[config.mk]
export PLATFORM = sky130hd
export DESIGN_NAME = lrd_ctrl
export DESIGN_NICKNAME = d
export VERILOG_FILES = /design/src/design/lrd_ctrl.v
export VERILOG_INCLUDE_DIRS = /design/src /design/src/design
export SDC_FILE = /design/constraint.sdc
export NUM_CORES = 1
export LEC_CHECK = 0
export BUFFER_PORTS_ARGS = -buffer_cell sky130_fd_sc_hd__buf_2
export CAP_MARGIN = 40
export CORE_MARGIN = 2
export CORE_UTILIZATION = 45
export DETAILED_ROUTE_END_ITERATION = 16
export PLACE_DENSITY = 0.68
export SYNTH_ARGS = -nofsm -noshare
export SYNTH_HDL_FRONTEND = slang
export SYNTH_SLANG_ARGS = --single-unit
[constraint.sdc]
create_clock -name sys_clk -period 3.05 [get_ports sys_clk]
set_input_delay 0.305 -clock sys_clk [delete_from_list [all_inputs] [get_ports sys_clk]]
set_output_delay 0.305 -clock sys_clk [all_outputs]
set_load 0.01 [all_outputs]
[src/design/lrd_map.vh]
// register map and field constants of the limit and remote disable controller
`ifndef LRD_MAP_VH
`define LRD_MAP_VH

// ----------------------------------------------------------------------
// register byte offsets
// ----------------------------------------------------------------------
`define LRD_OFS_CFG         4'h0
`define LRD_OFS_CMD         4'h4
`define LRD_OFS_STATUS      4'h8
`define LRD_OFS_LIMIT_VALUE 4'hc

// ----------------------------------------------------------------------
// configuration fields
// ----------------------------------------------------------------------
`define LRD_CFG_LIM_USED    0
`define LRD_CFG_LIM_POL     1
`define LRD_CFG_LIM_RET_LO  2
`define LRD_CFG_LIM_RET_HI  3
`define LRD_CFG_LIM_DL      4
`define LRD_CFG_IR_EN       5
`define LRD_CFG_IR_PRE_LO   6
`define LRD_CFG_IR_PRE_HI   7
`define LRD_CFG_IR_TEST     8
`define LRD_CFG_IR_USED     9
`define LRD_CFG_IR_POL      10
`define LRD_CFG_IR_RET_LO   11
`define LRD_CFG_IR_RET_HI   12
`define LRD_CFG_IR_DL       13
`define LRD_CFG_WIDTH       14
`define LRD_CFG_RESET       14'h0000

// ----------------------------------------------------------------------
// command fields (write only; bits 1 and 3 carry telegram values, bits 0, 2, 4, 5 and 6 are events)
// ----------------------------------------------------------------------
`define LRD_CMD_LIM_TEL     0
`define LRD_CMD_LIM_VAL     1
`define LRD_CMD_IR_TEL      2
`define LRD_CMD_IR_VAL      3
`define LRD_CMD_BUS_FAIL    4
`define LRD_CMD_BUS_RETURN  5
`define LRD_CMD_DOWNLOAD    6

// ----------------------------------------------------------------------
// encodings and reset values
// ----------------------------------------------------------------------
`define LRD_RET_DEACT       2'h0
`define LRD_RET_ACT         2'h1
`define LRD_RET_RESTORE     2'h2
`define LRD_PRE_ALL         2'h0
`define LRD_PRE_ON_AUTO     2'h1
`define LRD_PRE_AUTO_OFF    2'h2
`define LRD_LIMIT_RESET     16'h03e8
`define LRD_LIMIT_WIDTH     16

`endif

[src/design/lrd_ctrl.v]
// limit evaluation and infrared remote disable controller with avalon-mm registers
`timescale 1ns/1ps
// Function
// limit disable telegram decoded with configurable polarity
// bus return mode deactivated: limit evaluation runs at once
// bus return mode activated: all limits start disabled
// restore mode: save limit disable state on bus fail, reload on return
// download mode deactivated: limit evaluation runs right after download
// download mode activated: limits held disabled after download
// remote commands accepted only when remote control is enabled
// remote commands act only on function block 1
// on, auto, off buttons masked by configured preset
// test button toggles walking test only when configured available
// remote disable telegram enables or disables all buttons together
// while remote disabled every remote command is rejected
// remote disable telegram decoded with configurable polarity
// bus return sets remote disable state from configuration
// restore mode: save remote disable on bus fail, reapply on return
// after download remote is released or disabled per configuration
// new limit values accepted even while evaluation is disabled
// limit disable set and cleared through its own input object
// unused disabling function holds inactive and ignores its telegrams
`include "lrd_map.vh"

module lrd_ctrl
(
    input  wire        sys_clk,
    input  wire        reset,
    input  wire [3:0]  avs_address,
    input  wire        avs_read,
    input  wire        avs_write,
    input  wire [31:0] avs_writedata,
    input  wire [3:0]  avs_byteenable,
    output reg  [31:0] avs_readdata,
    output reg         avs_waitrequest,
    input  wire        ir_on,
    input  wire        ir_auto,
    input  wire        ir_off,
    input  wire        ir_test,
    output reg         limit_eval_enable,
    output reg         fb1_cmd_on,
    output reg         fb1_cmd_auto,
    output reg         fb1_cmd_off,
    output reg         walk_test
);

    // ------------------------------------------------------------------
    // button codes
    // ------------------------------------------------------------------
    localparam [1:0] btn_on   = 2'h0;
    localparam [1:0] btn_auto = 2'h1;
    localparam [1:0] btn_off  = 2'h2;

    // ------------------------------------------------------------------
    // functions
    // ------------------------------------------------------------------
    // polarity 0: value 1 disables; polarity 1: value 0 disables
    function decode_disable;
        input pol;
        input val;
        begin
            decode_disable = val ^ pol;
        end
    endfunction

    // unknown code 3 falls back to released, the safe operating state
    function return_state;
        input [1:0] mode;
        input       saved;
        begin
            case (mode)
                `LRD_RET_ACT:     return_state = 1'b1;
                `LRD_RET_RESTORE: return_state = saved;
                default:          return_state = 1'b0;
            endcase
        end
    endfunction

    function [7:0] lane;
        input [7:0] old_val;
        input [7:0] new_val;
        input       en;
        begin
            lane = en ? new_val : old_val;
        end
    endfunction

    // auto is never masked; preset code 3 behaves as all buttons
    function btn_allowed;
        input [1:0] preset;
        input [1:0] btn;
        begin
            case (preset)
                `LRD_PRE_ON_AUTO:  btn_allowed = (btn != btn_off);
                `LRD_PRE_AUTO_OFF: btn_allowed = (btn != btn_on);
                default:           btn_allowed = 1'b1;
            endcase
        end
    endfunction

    // ------------------------------------------------------------------
    // state
    // ------------------------------------------------------------------
    reg [`LRD_CFG_WIDTH-1:0]   cfg;
    reg [`LRD_LIMIT_WIDTH-1:0] limit_value;
    reg                        limit_disabled;
    reg                        limit_saved;
    reg                        ir_disabled;
    reg                        ir_saved;

    wire [31:0] cfg_word;
    wire [31:0] merged;
    wire        access;
    wire        commit;
    wire        cmd_hit;
    wire        lim_used;
    wire        ir_used;
    wire        ir_ok;
    wire [1:0]  ir_pre;
    wire        ev_fail;
    wire        ev_return;
    wire        ev_download;
    wire        ev_lim_tel;
    wire        ev_ir_tel;

    assign cfg_word = {{(32-`LRD_CFG_WIDTH){1'b0}}, cfg};
    assign merged   = {lane(cfg_word[31:24], avs_writedata[31:24], avs_byteenable[3]),
                       lane(cfg_word[23:16], avs_writedata[23:16], avs_byteenable[2]),
                       lane(cfg_word[15:8],  avs_writedata[15:8],  avs_byteenable[1]),
                       lane(cfg_word[7:0],   avs_writedata[7:0],   avs_byteenable[0])};
    assign access   = avs_read | avs_write;
    // a write takes effect only at the edge where waitrequest is seen low
    assign commit   = avs_write & ~avs_waitrequest;
    assign cmd_hit  = commit & (avs_address == `LRD_OFS_CMD) & avs_byteenable[0];
    assign ev_fail     = cmd_hit & avs_writedata[`LRD_CMD_BUS_FAIL];
    assign ev_return   = cmd_hit & avs_writedata[`LRD_CMD_BUS_RETURN];
    assign ev_download = cmd_hit & avs_writedata[`LRD_CMD_DOWNLOAD];
    assign ev_lim_tel  = cmd_hit & avs_writedata[`LRD_CMD_LIM_TEL];
    assign ev_ir_tel   = cmd_hit & avs_writedata[`LRD_CMD_IR_TEL];
    assign lim_used = cfg[`LRD_CFG_LIM_USED];
    assign ir_used  = cfg[`LRD_CFG_IR_USED];
    assign ir_pre   = cfg[`LRD_CFG_IR_PRE_HI:`LRD_CFG_IR_PRE_LO];
    assign ir_ok    = cfg[`LRD_CFG_IR_EN] & ~ir_disabled;

    // ------------------------------------------------------------------
    // avalon-mm slave: one wait state, then one cycle of waitrequest low
    // ------------------------------------------------------------------
    always @(posedge sys_clk)
    begin
        if (reset)
        begin
            avs_waitrequest <= 1'b1;
            avs_readdata    <= 32'h00000000;
        end
        else if (access & avs_waitrequest)
        begin
            avs_waitrequest <= 1'b0;
            if (avs_read)
            begin
                case (avs_address)
                    `LRD_OFS_CFG:         avs_readdata <= cfg_word;
                    `LRD_OFS_STATUS:      avs_readdata <= {27'h0000000, walk_test, ir_saved, limit_saved,
                                                           ir_disabled, limit_disabled};
                    `LRD_OFS_LIMIT_VALUE: avs_readdata <= {16'h0000, limit_value};
                    default:              avs_readdata <= 32'h00000000;
                endcase
            end
            else
            begin
                avs_readdata <= 32'h00000000;
            end
        end
        else
        begin
            avs_waitrequest <= 1'b1;
        end
    end

    // ------------------------------------------------------------------
    // configuration and limit value registers
    // ------------------------------------------------------------------
    always @(posedge sys_clk)
    begin
        if (reset)
        begin
            cfg         <= `LRD_CFG_RESET;
            limit_value <= `LRD_LIMIT_RESET;
        end
        else if (commit)
        begin
            if (avs_address == `LRD_OFS_CFG)
            begin
                cfg <= merged[`LRD_CFG_WIDTH-1:0];
            end
            // limit presets are never gated by the disable state
            if (avs_address == `LRD_OFS_LIMIT_VALUE)
            begin
                limit_value <= {lane(limit_value[15:8], avs_writedata[15:8], avs_byteenable[1]),
                                lane(limit_value[7:0],  avs_writedata[7:0],  avs_byteenable[0])};
            end
        end
    end

    // ------------------------------------------------------------------
    // limit evaluation disable state
    // ------------------------------------------------------------------
    // priority: download, then bus return, then telegram
    always @(posedge sys_clk)
    begin
        if (reset)
        begin
            limit_disabled <= 1'b0;
            limit_saved    <= 1'b0;
        end
        else
        begin
            if (ev_fail)
            begin
                limit_saved <= limit_disabled;
            end
            if (~lim_used)
            begin
                limit_disabled <= 1'b0;
            end
            else if (ev_download)
            begin
                limit_disabled <= cfg[`LRD_CFG_LIM_DL];
            end
            else if (ev_return)
            begin
                limit_disabled <= return_state(cfg[`LRD_CFG_LIM_RET_HI:`LRD_CFG_LIM_RET_LO],
                                               limit_saved);
            end
            else if (ev_lim_tel)
            begin
                limit_disabled <= decode_disable(cfg[`LRD_CFG_LIM_POL],
                                                 avs_writedata[`LRD_CMD_LIM_VAL]);
            end
        end
    end

    // ------------------------------------------------------------------
    // remote control disable state
    // ------------------------------------------------------------------
    always @(posedge sys_clk)
    begin
        if (reset)
        begin
            ir_disabled <= 1'b0;
            ir_saved    <= 1'b0;
        end
        else
        begin
            if (ev_fail)
            begin
                ir_saved <= ir_disabled;
            end
            if (~ir_used)
            begin
                ir_disabled <= 1'b0;
            end
            else if (ev_download)
            begin
                ir_disabled <= cfg[`LRD_CFG_IR_DL];
            end
            else if (ev_return)
            begin
                ir_disabled <= return_state(cfg[`LRD_CFG_IR_RET_HI:`LRD_CFG_IR_RET_LO],
                                            ir_saved);
            end
            else if (ev_ir_tel)
            begin
                ir_disabled <= decode_disable(cfg[`LRD_CFG_IR_POL],
                                              avs_writedata[`LRD_CMD_IR_VAL]);
            end
        end
    end

    // ------------------------------------------------------------------
    // outputs toward function block 1 and the limit evaluator
    // ------------------------------------------------------------------
    // only block 1 has command outputs, so no other block can be reached
    always @(posedge sys_clk)
    begin
        if (reset)
        begin
            limit_eval_enable <= 1'b1;
            fb1_cmd_on        <= 1'b0;
            fb1_cmd_auto      <= 1'b0;
            fb1_cmd_off       <= 1'b0;
            walk_test         <= 1'b0;
        end
        else
        begin
            limit_eval_enable <= ~limit_disabled;
            fb1_cmd_on        <= ir_ok & ir_on & btn_allowed(ir_pre, btn_on);
            fb1_cmd_auto      <= ir_ok & ir_auto & btn_allowed(ir_pre, btn_auto);
            fb1_cmd_off       <= ir_ok & ir_off & btn_allowed(ir_pre, btn_off);
            if (ir_ok & ir_test & cfg[`LRD_CFG_IR_TEST])
            begin
                walk_test <= ~walk_test;
            end
        end
    end

endmodule // lrd_ctrl

==> impl_metrics.yaml, run 1 <==
floorplanning:
  floorplan.die_area_um2: 6360
  core_um2: 5540
  io_pins: 86
  die_height_um: 79.8
  die_x_um: 79.8
  fp-row-count: 27
  start_util_pct: 46.6
detailed_routing:
  drt_drc_violations_left: 0
  first_pass_iters: 4
  routed_wl_um: 6090
  via_count: 2227
  wire_per_inst_um: 15.3
  drt.antenna.violating_nets: 0
  drt_iter0_markers: 225
  vias_per_cell: 5.61
clock_network:
  tritoncts: "built"
  cts_post_setup_buffers_inserted: 0
  cts_resized: 0
  clockBufferDepth: 2
  numCtsBuffers: 5
  insertion_delay_ps: 310
  clk_pin_slew_ps: 90
  postCtsHoldBufs: 0
  h-tree-depth: 2
  cts_root_buffer: "clkbuf_8"
  cts.sinks: 56
grt:
  grt_first_pass_wirelength_um: 9920
  grt_use_total_pct: 19.8
  antenna_found_initial: 0
  grt_pass1_vias: 2015
  overflow: 0
  grt_max_degree: 44
placed_design:
  dp_hpwl_um: 4030
  place_ws_ps: 1040
  port_buffers: 51
  place_congestion: 0.788
synthesis:
  ys_types: 43
  syn-instance-count: 288
  synth.yosys.seq_area_share_pct: 43.4
  synthesis.area_um2: 2580
  synth_warnings: 0
  ys_ff_latch: 56
  syn_area_per_cell_um2: 8.97
timing:
  worst_pin_slew_ps: 801
  timing.final.crit_share_pct: 60.6
  clock_skew_ps: 4.55
  max_freq_mhz: 541
  fin_setup_tns_ps: 0
  hold_viol: 0
  rsz0062_at_grt: "no"
  drv_slew: 0
  setup_viol: 0
  setup_slack_ps: 1200
  period_minus_slack_ps: 1850
  timing.slew.headroom_pct: 46.6
critical_path:
  arrival_ps: 2050
  cp_max_fo: 23
  required_ps: 3250
  slowest_delay_ps: 740
  cp_slowest_cell: "and3b_1"
  worstSetupEndpointType: "flop"
  critical_path_class: "flop to flop"
  crit_chain: "and3b_1 -> nand2_1 -> a211o_1"
  worstSetupStartpointType: "flop"
pwr:
  p_per_area_nw_per_um2: 436
  ir_worst_vdd_mv: 0.209
  p_leak_uw: 0.00111
cells_and_area:
  syn_to_final_growth_pct: 11.6
  nets: 376
  diodes: 0
  drive_gt1_share_pct: 20.0
run_status:
  status: "completed"
worst_hold_path:
  hold_path_class: "input port to flop"
flow_run:
  drv_cap: 0
[path summary, 6_finish.rpt]
kind | start | end | slack, ps | depth (start not counted)
setup / recovery | avs_waitrequest | limit_value[5] | 1200 | 3
hold / removal | ir_auto | fb1_cmd_auto | 200 | 2
setup reg to reg | avs_waitrequest | limit_value[5] | 1200 | 3
hold reg to reg | limit_disabled | limit_eval_enable | 450 | 1
[power breakdown]
| group | switching (uW) | internal, uW | leakage (uW) | total [uW] |
|---|---|---|---|---|
| logic | 72.0 | 30.4 | 0.000616 | 102 |
| clock network | 232 | 186 | 0.0000455 | 418 |
| registers | 2.91 | 733 | 0.000452 | 736 |
| total | 307 | 949 | 0.00111 | 1260 |
[metal layers]
layer	part of all wire [%]	GRT usage (%)
met1	46	27.3
met2	47	31.1
met3	6.1	4.30
met4	1.1	5.59
met5	0	0
[final cells by class]
cell class,count,area (um^2)
Clock buffer,8,90.1
Fill cell,571,2660
Inverter,7,26.3
Multi-Input combinational cell,201,1280
Sequential cell,56,1120
Tap cell,72,90.1
Timing Repair Buffer,53,270
[metrics by stage]
| stage | std cells | cell area (um^2) | hold WS, ps | util [%] | power (uW) |
|---|---|---|---|---|---|
| 2_1_floorplan | 303 | 2640 | 396 | - | 826 |
| 3_3_place_gp | 389 | 2790 | 427 | 50.4 | 854 |
| 3_5_place_dp | 389 | 2790 | 428 | 50.4 | 854 |
| 4_1_cts | 397 | 2880 | 192 | 52.0 | 1270 |
| 5_1_grt | 397 | 2880 | 195 | 52.0 | 1310 |
| 6_report | 397 | 2880 | 197 | 52.0 | 1260 |
[state kept, by name (all words and copies together), names as in the netlist]
name,flops
ir_saved,1
avs_waitrequest,1
limit_disabled,1
fb1_cmd_on,1
avs_readdata,16
limit_saved,1
limit_eval_enable,1
ir_disabled,1
limit_value,16
cfg,14
fb1_cmd_auto,1
walk_test,1
fb1_cmd_off,1
[worst max-delay path: cells and delay by family (launching register included)]
| family | cells | cell delay [ps] |
|---|---|---|
| flip-flops | 1 | 380 |
| AO/OA/AOI/OAI | 1 | 350 |
| AND/OR/NAND/NOR | 2 | 1000 |
[layout by cell type, fill, tap and decap left out, types with 4 or more instances in the layout]
cell	synthesis	layout
nand4_1	4	4
and3_1	10	10
inv_1	7	7
a22oi_1	9	9
conb_1	1	16
nand3_1	29	29
buf_2	7	51
dfxtp_1	56	56
a211o_1	6	6
a21oi_1	28	28
ha_1	4	4
a22o_1	5	5
clkbuf_8	0	6
mux2i_1	5	5
nand2_1	5	5
o21ai_0	29	29
o2bb2ai_1	9	9
[kinds of logic (layout without fill, tap and decap cells)]
group	after synthesis	in the layout	synth area share [%]
simple gates	76	76	18.4
mux	5	5	1.94
xor+xnor	3	3	1.02
other cells	1	16	0.145
compound gates	97	97	23.8
fa+ha+maj	4	4	1.94
buf+inv	46	68	9.35
flops	56	56	43.4
[synth_stat cells, drive strengths merged]
library cell,count,area [um^2]
and2,1,6.26
or2,2,12.5
or4,2,15.0
conb,1,3.75
clkbuf,13,48.8
nor2,2,7.51
nor2b,2,12.5
a31oi,2,12.5
buf,26,166
dfxtp,56,1120
o31ai,2,15.0
a22o,5,43.8
or4b,1,10.0
a21oi,28,140
inv,7,26.3
nor4b,1,15.0
o21ai,30,150
a211o,6,52.6
o2bb2ai,9,78.8
nand4,4,25.0
nand3,29,145
xor2,3,26.3
nand4bb,1,11.3
nand2b,3,18.8
a21o,2,15.0
and3,10,62.6
a22oi,9,67.6
or3,2,12.5
mux2i,5,50.1
ha,4,50.1
nand4b,1,8.76
and3b,2,17.5
and4bb,1,12.5
nor3b,3,22.5
a2111oi,2,20.0
a222oi,2,20.0
nor4,2,25.0
nand2,5,18.8
nand3b,2,15.0
(Power assumes the default switching activity.)
==> run 2, diff against run 1 <==
==> constraint.sdc (replaced) <==
create_clock -name sys_clk -period 1.9 [get_ports sys_clk]
set_input_delay 0.19 -clock sys_clk [delete_from_list [all_inputs] [get_ports sys_clk]]
set_output_delay 0.19 -clock sys_clk [all_outputs]
set_load 0.01 [all_outputs]
==> run 2 against run 1 <==
  * Sequential cell count stayed put
  * Sequential power is 60% higher
  * Fmax is 18% higher
  * Die area stayed put
  * Highest routed layer unchanged
  * Sequential share of layout area is 0.92 points lower
  * Worst hold slack worse by 120 ps
  * Clock power is 85% higher
==> impl_metrics.yaml, run 2 (synthesized netlist as in run 1, its figures left out) <==
run_status:
  status: "completed"
grt:
  grt_max_degree: 39
  antenna_found_initial: 0
  grt_use_total_pct: 19.9
  overflow: 0
  grt_first_pass_wirelength_um: 9910
  grt_pass1_vias: 2075
detailed_routing:
  wire_per_inst_um: 15.3
  drt_drc_violations_left: 0
  drt.antenna.violating_nets: 0
  via_count: 2258
  vias_per_cell: 5.59
  first_pass_iters: 5
  drt_iter0_markers: 175
  routed_wl_um: 6190
critical_path:
  crit_chain: "inv_1 -> ha_1 -> nor3b_1 -> a222oi_1 -> a2111oi_1"
  required_ps: 2100
  reg2reg_from: "cfg[11]"
  cp_slowest_cell: "dfxtp_1"
  r2r_cells: 5
  slowest_delay_ps: 400
  arrival_ps: 1770
  cp_max_fo: 4
  worstSetupEndpointType: "flop"
  worst_setup_path_endpoint: "ir_disabled"
  cp-startpoint: "cfg[11]"
  r2r_slack_ps: 330
  critical_path_class: "flop to flop"
  worstSetupStartpointType: "flop"
  r2r_end: "ir_disabled"
floorplanning:
  die_x_um: 79.8
  die_height_um: 79.8
  io_pins: 86
  start_util_pct: 46.6
  floorplan.die_area_um2: 6360
  core_um2: 5540
  fp-row-count: 27
timing:
  max_freq_mhz: 637
  timing.slew.headroom_pct: 63.5
  clock_skew_ps: 4.54
  drv_slew: 0
  worst_pin_slew_ps: 546
  rsz0062_at_grt: "no"
  setup_viol: 0
  hold_slack_ps: 74.4
  fin_setup_tns_ps: 0
  timing.final.crit_share_pct: 82.6
  hold_viol: 0
  period_minus_slack_ps: 1570
  setup_slack_ps: 330
cells_and_area:
  final_util_pct: 53.3
  syn_to_final_growth_pct: 14.3
  final_cells: 404
  diodes: 0
  nets: 383
  fill_cells: 556
  drive_gt1_share_pct: 22.0
  top_regs: "avs_readdata x16, limit_value x16, cfg x14"
  final_cell_mix: "56 x dfxtp_1, 51 x buf_2, 29 x nand3_1, 29 x o21ai_0, 28 x a21oi_1"
  layout_commonest_cell: "dfxtp_1"
pwr:
  switching_share_pct: 23.7
  internal_power_uw: 1620
  power_switching_uw: 504
  p_clk_share_pct: 36.4
  p_leak_uw: 0.00116
  power_frac_comb_pct: 8.1
  p_per_area_nw_per_um2: 720
  seq_power_share_pct: 55.5
  ir_worst_vdd_mv: 0.523
flow_run:
  drv_cap: 0
placed_design:
  place_ws_ps: 268
  port_buffers: 51
  dp_hpwl_um: 4330
  place_congestion: 0.826
  placed_cells: 396
worst_hold_path:
  worstHoldPathCells: 2
  hold_path_class: "input port to flop"
clock_network:
  cts.sinks: 56
  postCtsHoldBufs: 0
  tritoncts: "built"
  cts_resized: 0
  h-tree-depth: 2
  insertion_delay_ps: 310
  cts_post_setup_buffers_inserted: 0
  clk_pin_slew_ps: 100
  cts_root_buffer: "clkbuf_8"
  clockBufferDepth: 2
  numCtsBuffers: 5
## run 2: cell count changes in the layout (fill, tap and decap cells not counted)
cell / before / now
clkbuf_8: 6 / 5
clkinv_2: 0 / 1
clkbuf_1: 2 / 1
bufinv_16: 0 / 1
buf_4: 2 / 9
## run 2: layer usage
metal / share of wire [%] / wire, um / GRT usage (%) / vias up
met5: 0 / 0 / 0 / -
met4: 1.6 / 96 / 7.12 / 0
met3: 6.4 / 395 / 4.86 / 11
met2: 46 / 2830 / 31.3 / 74
met1: 46 / 2860 / 26.6 / 1045
li1: - / - / - / 1128
## run 2: worst min-delay path by stage
stage | startpoint | end | slack [ps]
2_1_floorplan | ir_auto | fb1_cmd_auto | 310
3_3_place_gp | ir_auto | fb1_cmd_auto | 400
3_5_place_dp | ir_auto | fb1_cmd_auto | 400
4_1_cts | ir_auto | fb1_cmd_auto | 70
5_1_grt | ir_auto | fb1_cmd_auto | 70
6_report | ir_auto | fb1_cmd_auto | 70
## run 2: final cells by class
cell class	count	area, um^2	share of cell area (%)
clock inverter	2	35.0	1.19
inverter	7	26.3	0.890
timing repair buffer	60	323	10.9
tap	72	90.1	3.05
clock buffer	6	72.6	2.46
multi-input combinational	201	1280	43.5
sequential	56	1120	38.0
## run 2: through the flow
stage | instance area, um^2 | power, uW
6_report | 2950 | 2130
5_1_grt | 2950 | 2220
3_3_place_gp | 2850 | 1380
3_5_place_dp | 2850 | 1380
4_1_cts | 2950 | 2140
2_1_floorplan | 2640 | 1330
## run 2: power groups by stage
stage | clock network [uW] | registers (uW) | logic (uW)
after floorplan | 0 | 1210 | 116
final | 774 | 1180 | 172
after detailed placement | 0 | 1210 | 171
after CTS | 791 | 1180 | 172
after global placement | 0 | 1210 | 170
after global routing | 847 | 1180 | 189
## run 2: worst max-delay path: cells and delay by family, from the launching register on
kind,cells,cell delay (ps)
AO/OA/AOI/OAI,2,510
flip-flops,1,400
adder cells (fa/ha/maj),1,290
AND/OR/NAND/NOR,1,190
buffers and inverters,1,60
==> run 3, diff against run 2 <==
--- a/config.mk
+++ b/config.mk
@@ -11,7 +11,7 @@
 export CORE_MARGIN = 2
 export CORE_UTILIZATION = 45
 export DETAILED_ROUTE_END_ITERATION = 16
-export PLACE_DENSITY = 0.68
+export PLACE_DENSITY = 0.71
 export SYNTH_ARGS = -nofsm -noshare
 export SYNTH_HDL_FRONTEND = slang
 export SYNTH_SLANG_ARGS = --single-unit
==> constraint.sdc (replaced) <==
create_clock -name sys_clk -period 1.4 [get_ports sys_clk]
set_input_delay 0.14 -clock sys_clk [delete_from_list [all_inputs] [get_ports sys_clk]]
set_output_delay 0.14 -clock sys_clk [all_outputs]
set_load 0.01 [all_outputs]
==> run 3 against run 2 <==
  * Via count up 5.1%
  * Clock power rose by 23%
  * Core utilization is 4.3 points higher
  * Combinational power grew 63%
  * Sequential cell count is the same
  * Worst setup slack got worse by 310 ps
  * Die area did not move
  * First-iteration DRC count is 8.6% higher
  * Global-route usage rose by 0.89 points
  * Largest cell class unchanged
  * Largest power group unchanged
==> impl_metrics.yaml, run 3 (synthesized netlist as in run 1, its figures left out) <==
critical_path:
  path_delay_family: "compound AO/OA/AOI/OAI gates"
  slowest_delay_ps: 400
  worstSetupEndpointType: "flop"
  cp_slowest_cell: "a2111oi_1"
  worstSetupStartpointType: "flop"
  arrival_ps: 1580
  cp_num_buf_inv: 0
  cp_max_fo: 4
  critical_path_class: "flop to flop"
  crit_chain: "ha_4 -> nor3b_2 -> a222oi_1 -> a2111oi_1"
  required_ps: 1600
cells_and_area:
  nets: 408
  top_regs: "avs_readdata x16, limit_value x16, cfg x14"
  drive_gt1_share_pct: 31.2
  syn_to_final_growth_pct: 23.5
  diodes: 0
  final_cell_mix: "51 x dfxtp_1, 51 x buf_2, 33 x buf_4, 29 x nand3_1, 29 x o21ai_0"
clock_network:
  tritoncts: "built"
  cts.sinks: 56
  insertion_delay_ps: 310
  clk_pin_slew_ps: 90
  h-tree-depth: 2
  cts_root_buffer: "clkbuf_8"
  numCtsBuffers: 5
  clockBufferDepth: 2
timing:
  hold_viol: 0
  setup_slack_ps: 20.5
  rsz0062_at_grt: "yes"
  setup_viol: 0
  timing.final.crit_share_pct: 98.5
  drv_slew: 0
  period_minus_slack_ps: 1380
  max_freq_mhz: 725
  clock_skew_ps: 3.17
floorplanning:
  io_pins: 86
  core_um2: 5540
  floorplan.die_area_um2: 6360
  fp-row-count: 27
  die_x_um: 79.8
  start_util_pct: 46.6
  die_height_um: 79.8
grt:
  grt_use_total_pct: 20.8
  grt_first_pass_wirelength_um: 10400
  overflow: 0
  grt_pass1_vias: 2146
  antenna_found_initial: 0
  grt_max_degree: 24
detailed_routing:
  drt.antenna.violating_nets: 0
  drt_iter0_markers: 190
  vias_per_cell: 5.55
  drt_drc_violations_left: 0
  routed_wl_um: 6380
  via_count: 2374
  wire_per_inst_um: 14.9
  first_pass_iters: 4
pwr:
  p_total_uw: 2830
  p_per_area_nw_per_um2: 887
  ir_worst_vdd_mv: 0.553
  p_leak_uw: 0.00128
run_status:
  status: "completed"
worst_hold_path:
  hold_path_class: "input port to flop"
placed_design:
  place_ws_ps: -76.3
  port_buffers: 51
  dp_hpwl_um: 4580
  place_congestion: 0.800
flow_run:
  drv_cap: 0
==> run 3: cell types whose count changed in the layout (fill, tap and decap cells not counted), sizes merged <==
cell / change
bufinv: -1
clkbuf: +1
clkinv: -1
buf: +25
==> run 3: per-layer routing <==
metal | vias up | global-route usage, % | wire length (um)
met5 | - | 0 | 0
met4 | 0 | 6.95 | 105
met3 | 11 | 4.41 | 414
met2 | 81 | 33.2 | 3010
met1 | 1107 | 28.0 | 2850
li1 | 1175 | - | -
==> run 3: worst paths after layout <==
path                            slack (ps)                to  depth (start not counted)              from
worst max register to register          20       ir_disabled                          4           cfg[12]
worst min-delay path                    40      fb1_cmd_auto                          2           ir_auto
worst min register to register         460  avs_readdata[14]                          2  avs_readdata[14]
worst max-delay path                    20       ir_disabled                          4           cfg[12]
==> run 3: worst register-to-register path, cell delays in order, from the launching register on <==
cell and delay [ps]:
dfxtp_4 370, ha_4 230, nor3b_2 160, a222oi_1 90, a2111oi_1 400
==> run 3: final cells by class <==
cell class / instances / area [um^2]
clock buffers: 7 / 96.3
fillers: 521 / 2350
inverters: 7 / 26.3
multi-input cells: 201 / 1330
flip-flops and latches: 56 / 1130
well taps: 72 / 90.1
repair buffers: 85 / 523
==> run 3: per-stage QoR <==
step	setup TNS [ps]	hold slack [ps]	util [%]	cell area, um^2	cells
floorplan	0	262	-	2640	303
global placement	0	349	54.7	3030	419
detailed placement	-131	363	54.7	3030	419
CTS	0	31.2	56.7	3140	426
global route	-43.2	29.3	57.6	3190	428
finish	0	35.2	57.6	3190	428
==> run 3: repair_timing <==
item,4_1_cts,5_1_grt
cloned,0,0
buffers inserted,0,2
endpoints found under the setup margin,2,23
pin swaps,3,7
hold buffers,0,0
resized for setup,4,10
==> run 3: power by group <==
group / switching, uW / total, uW / internal, uW
Clock: 508 / 950 / 442
Combinational: 169 / 280 / 112
Sequential: 4.06 / 1600 / 1600
Total: 681 / 2830 / 2150
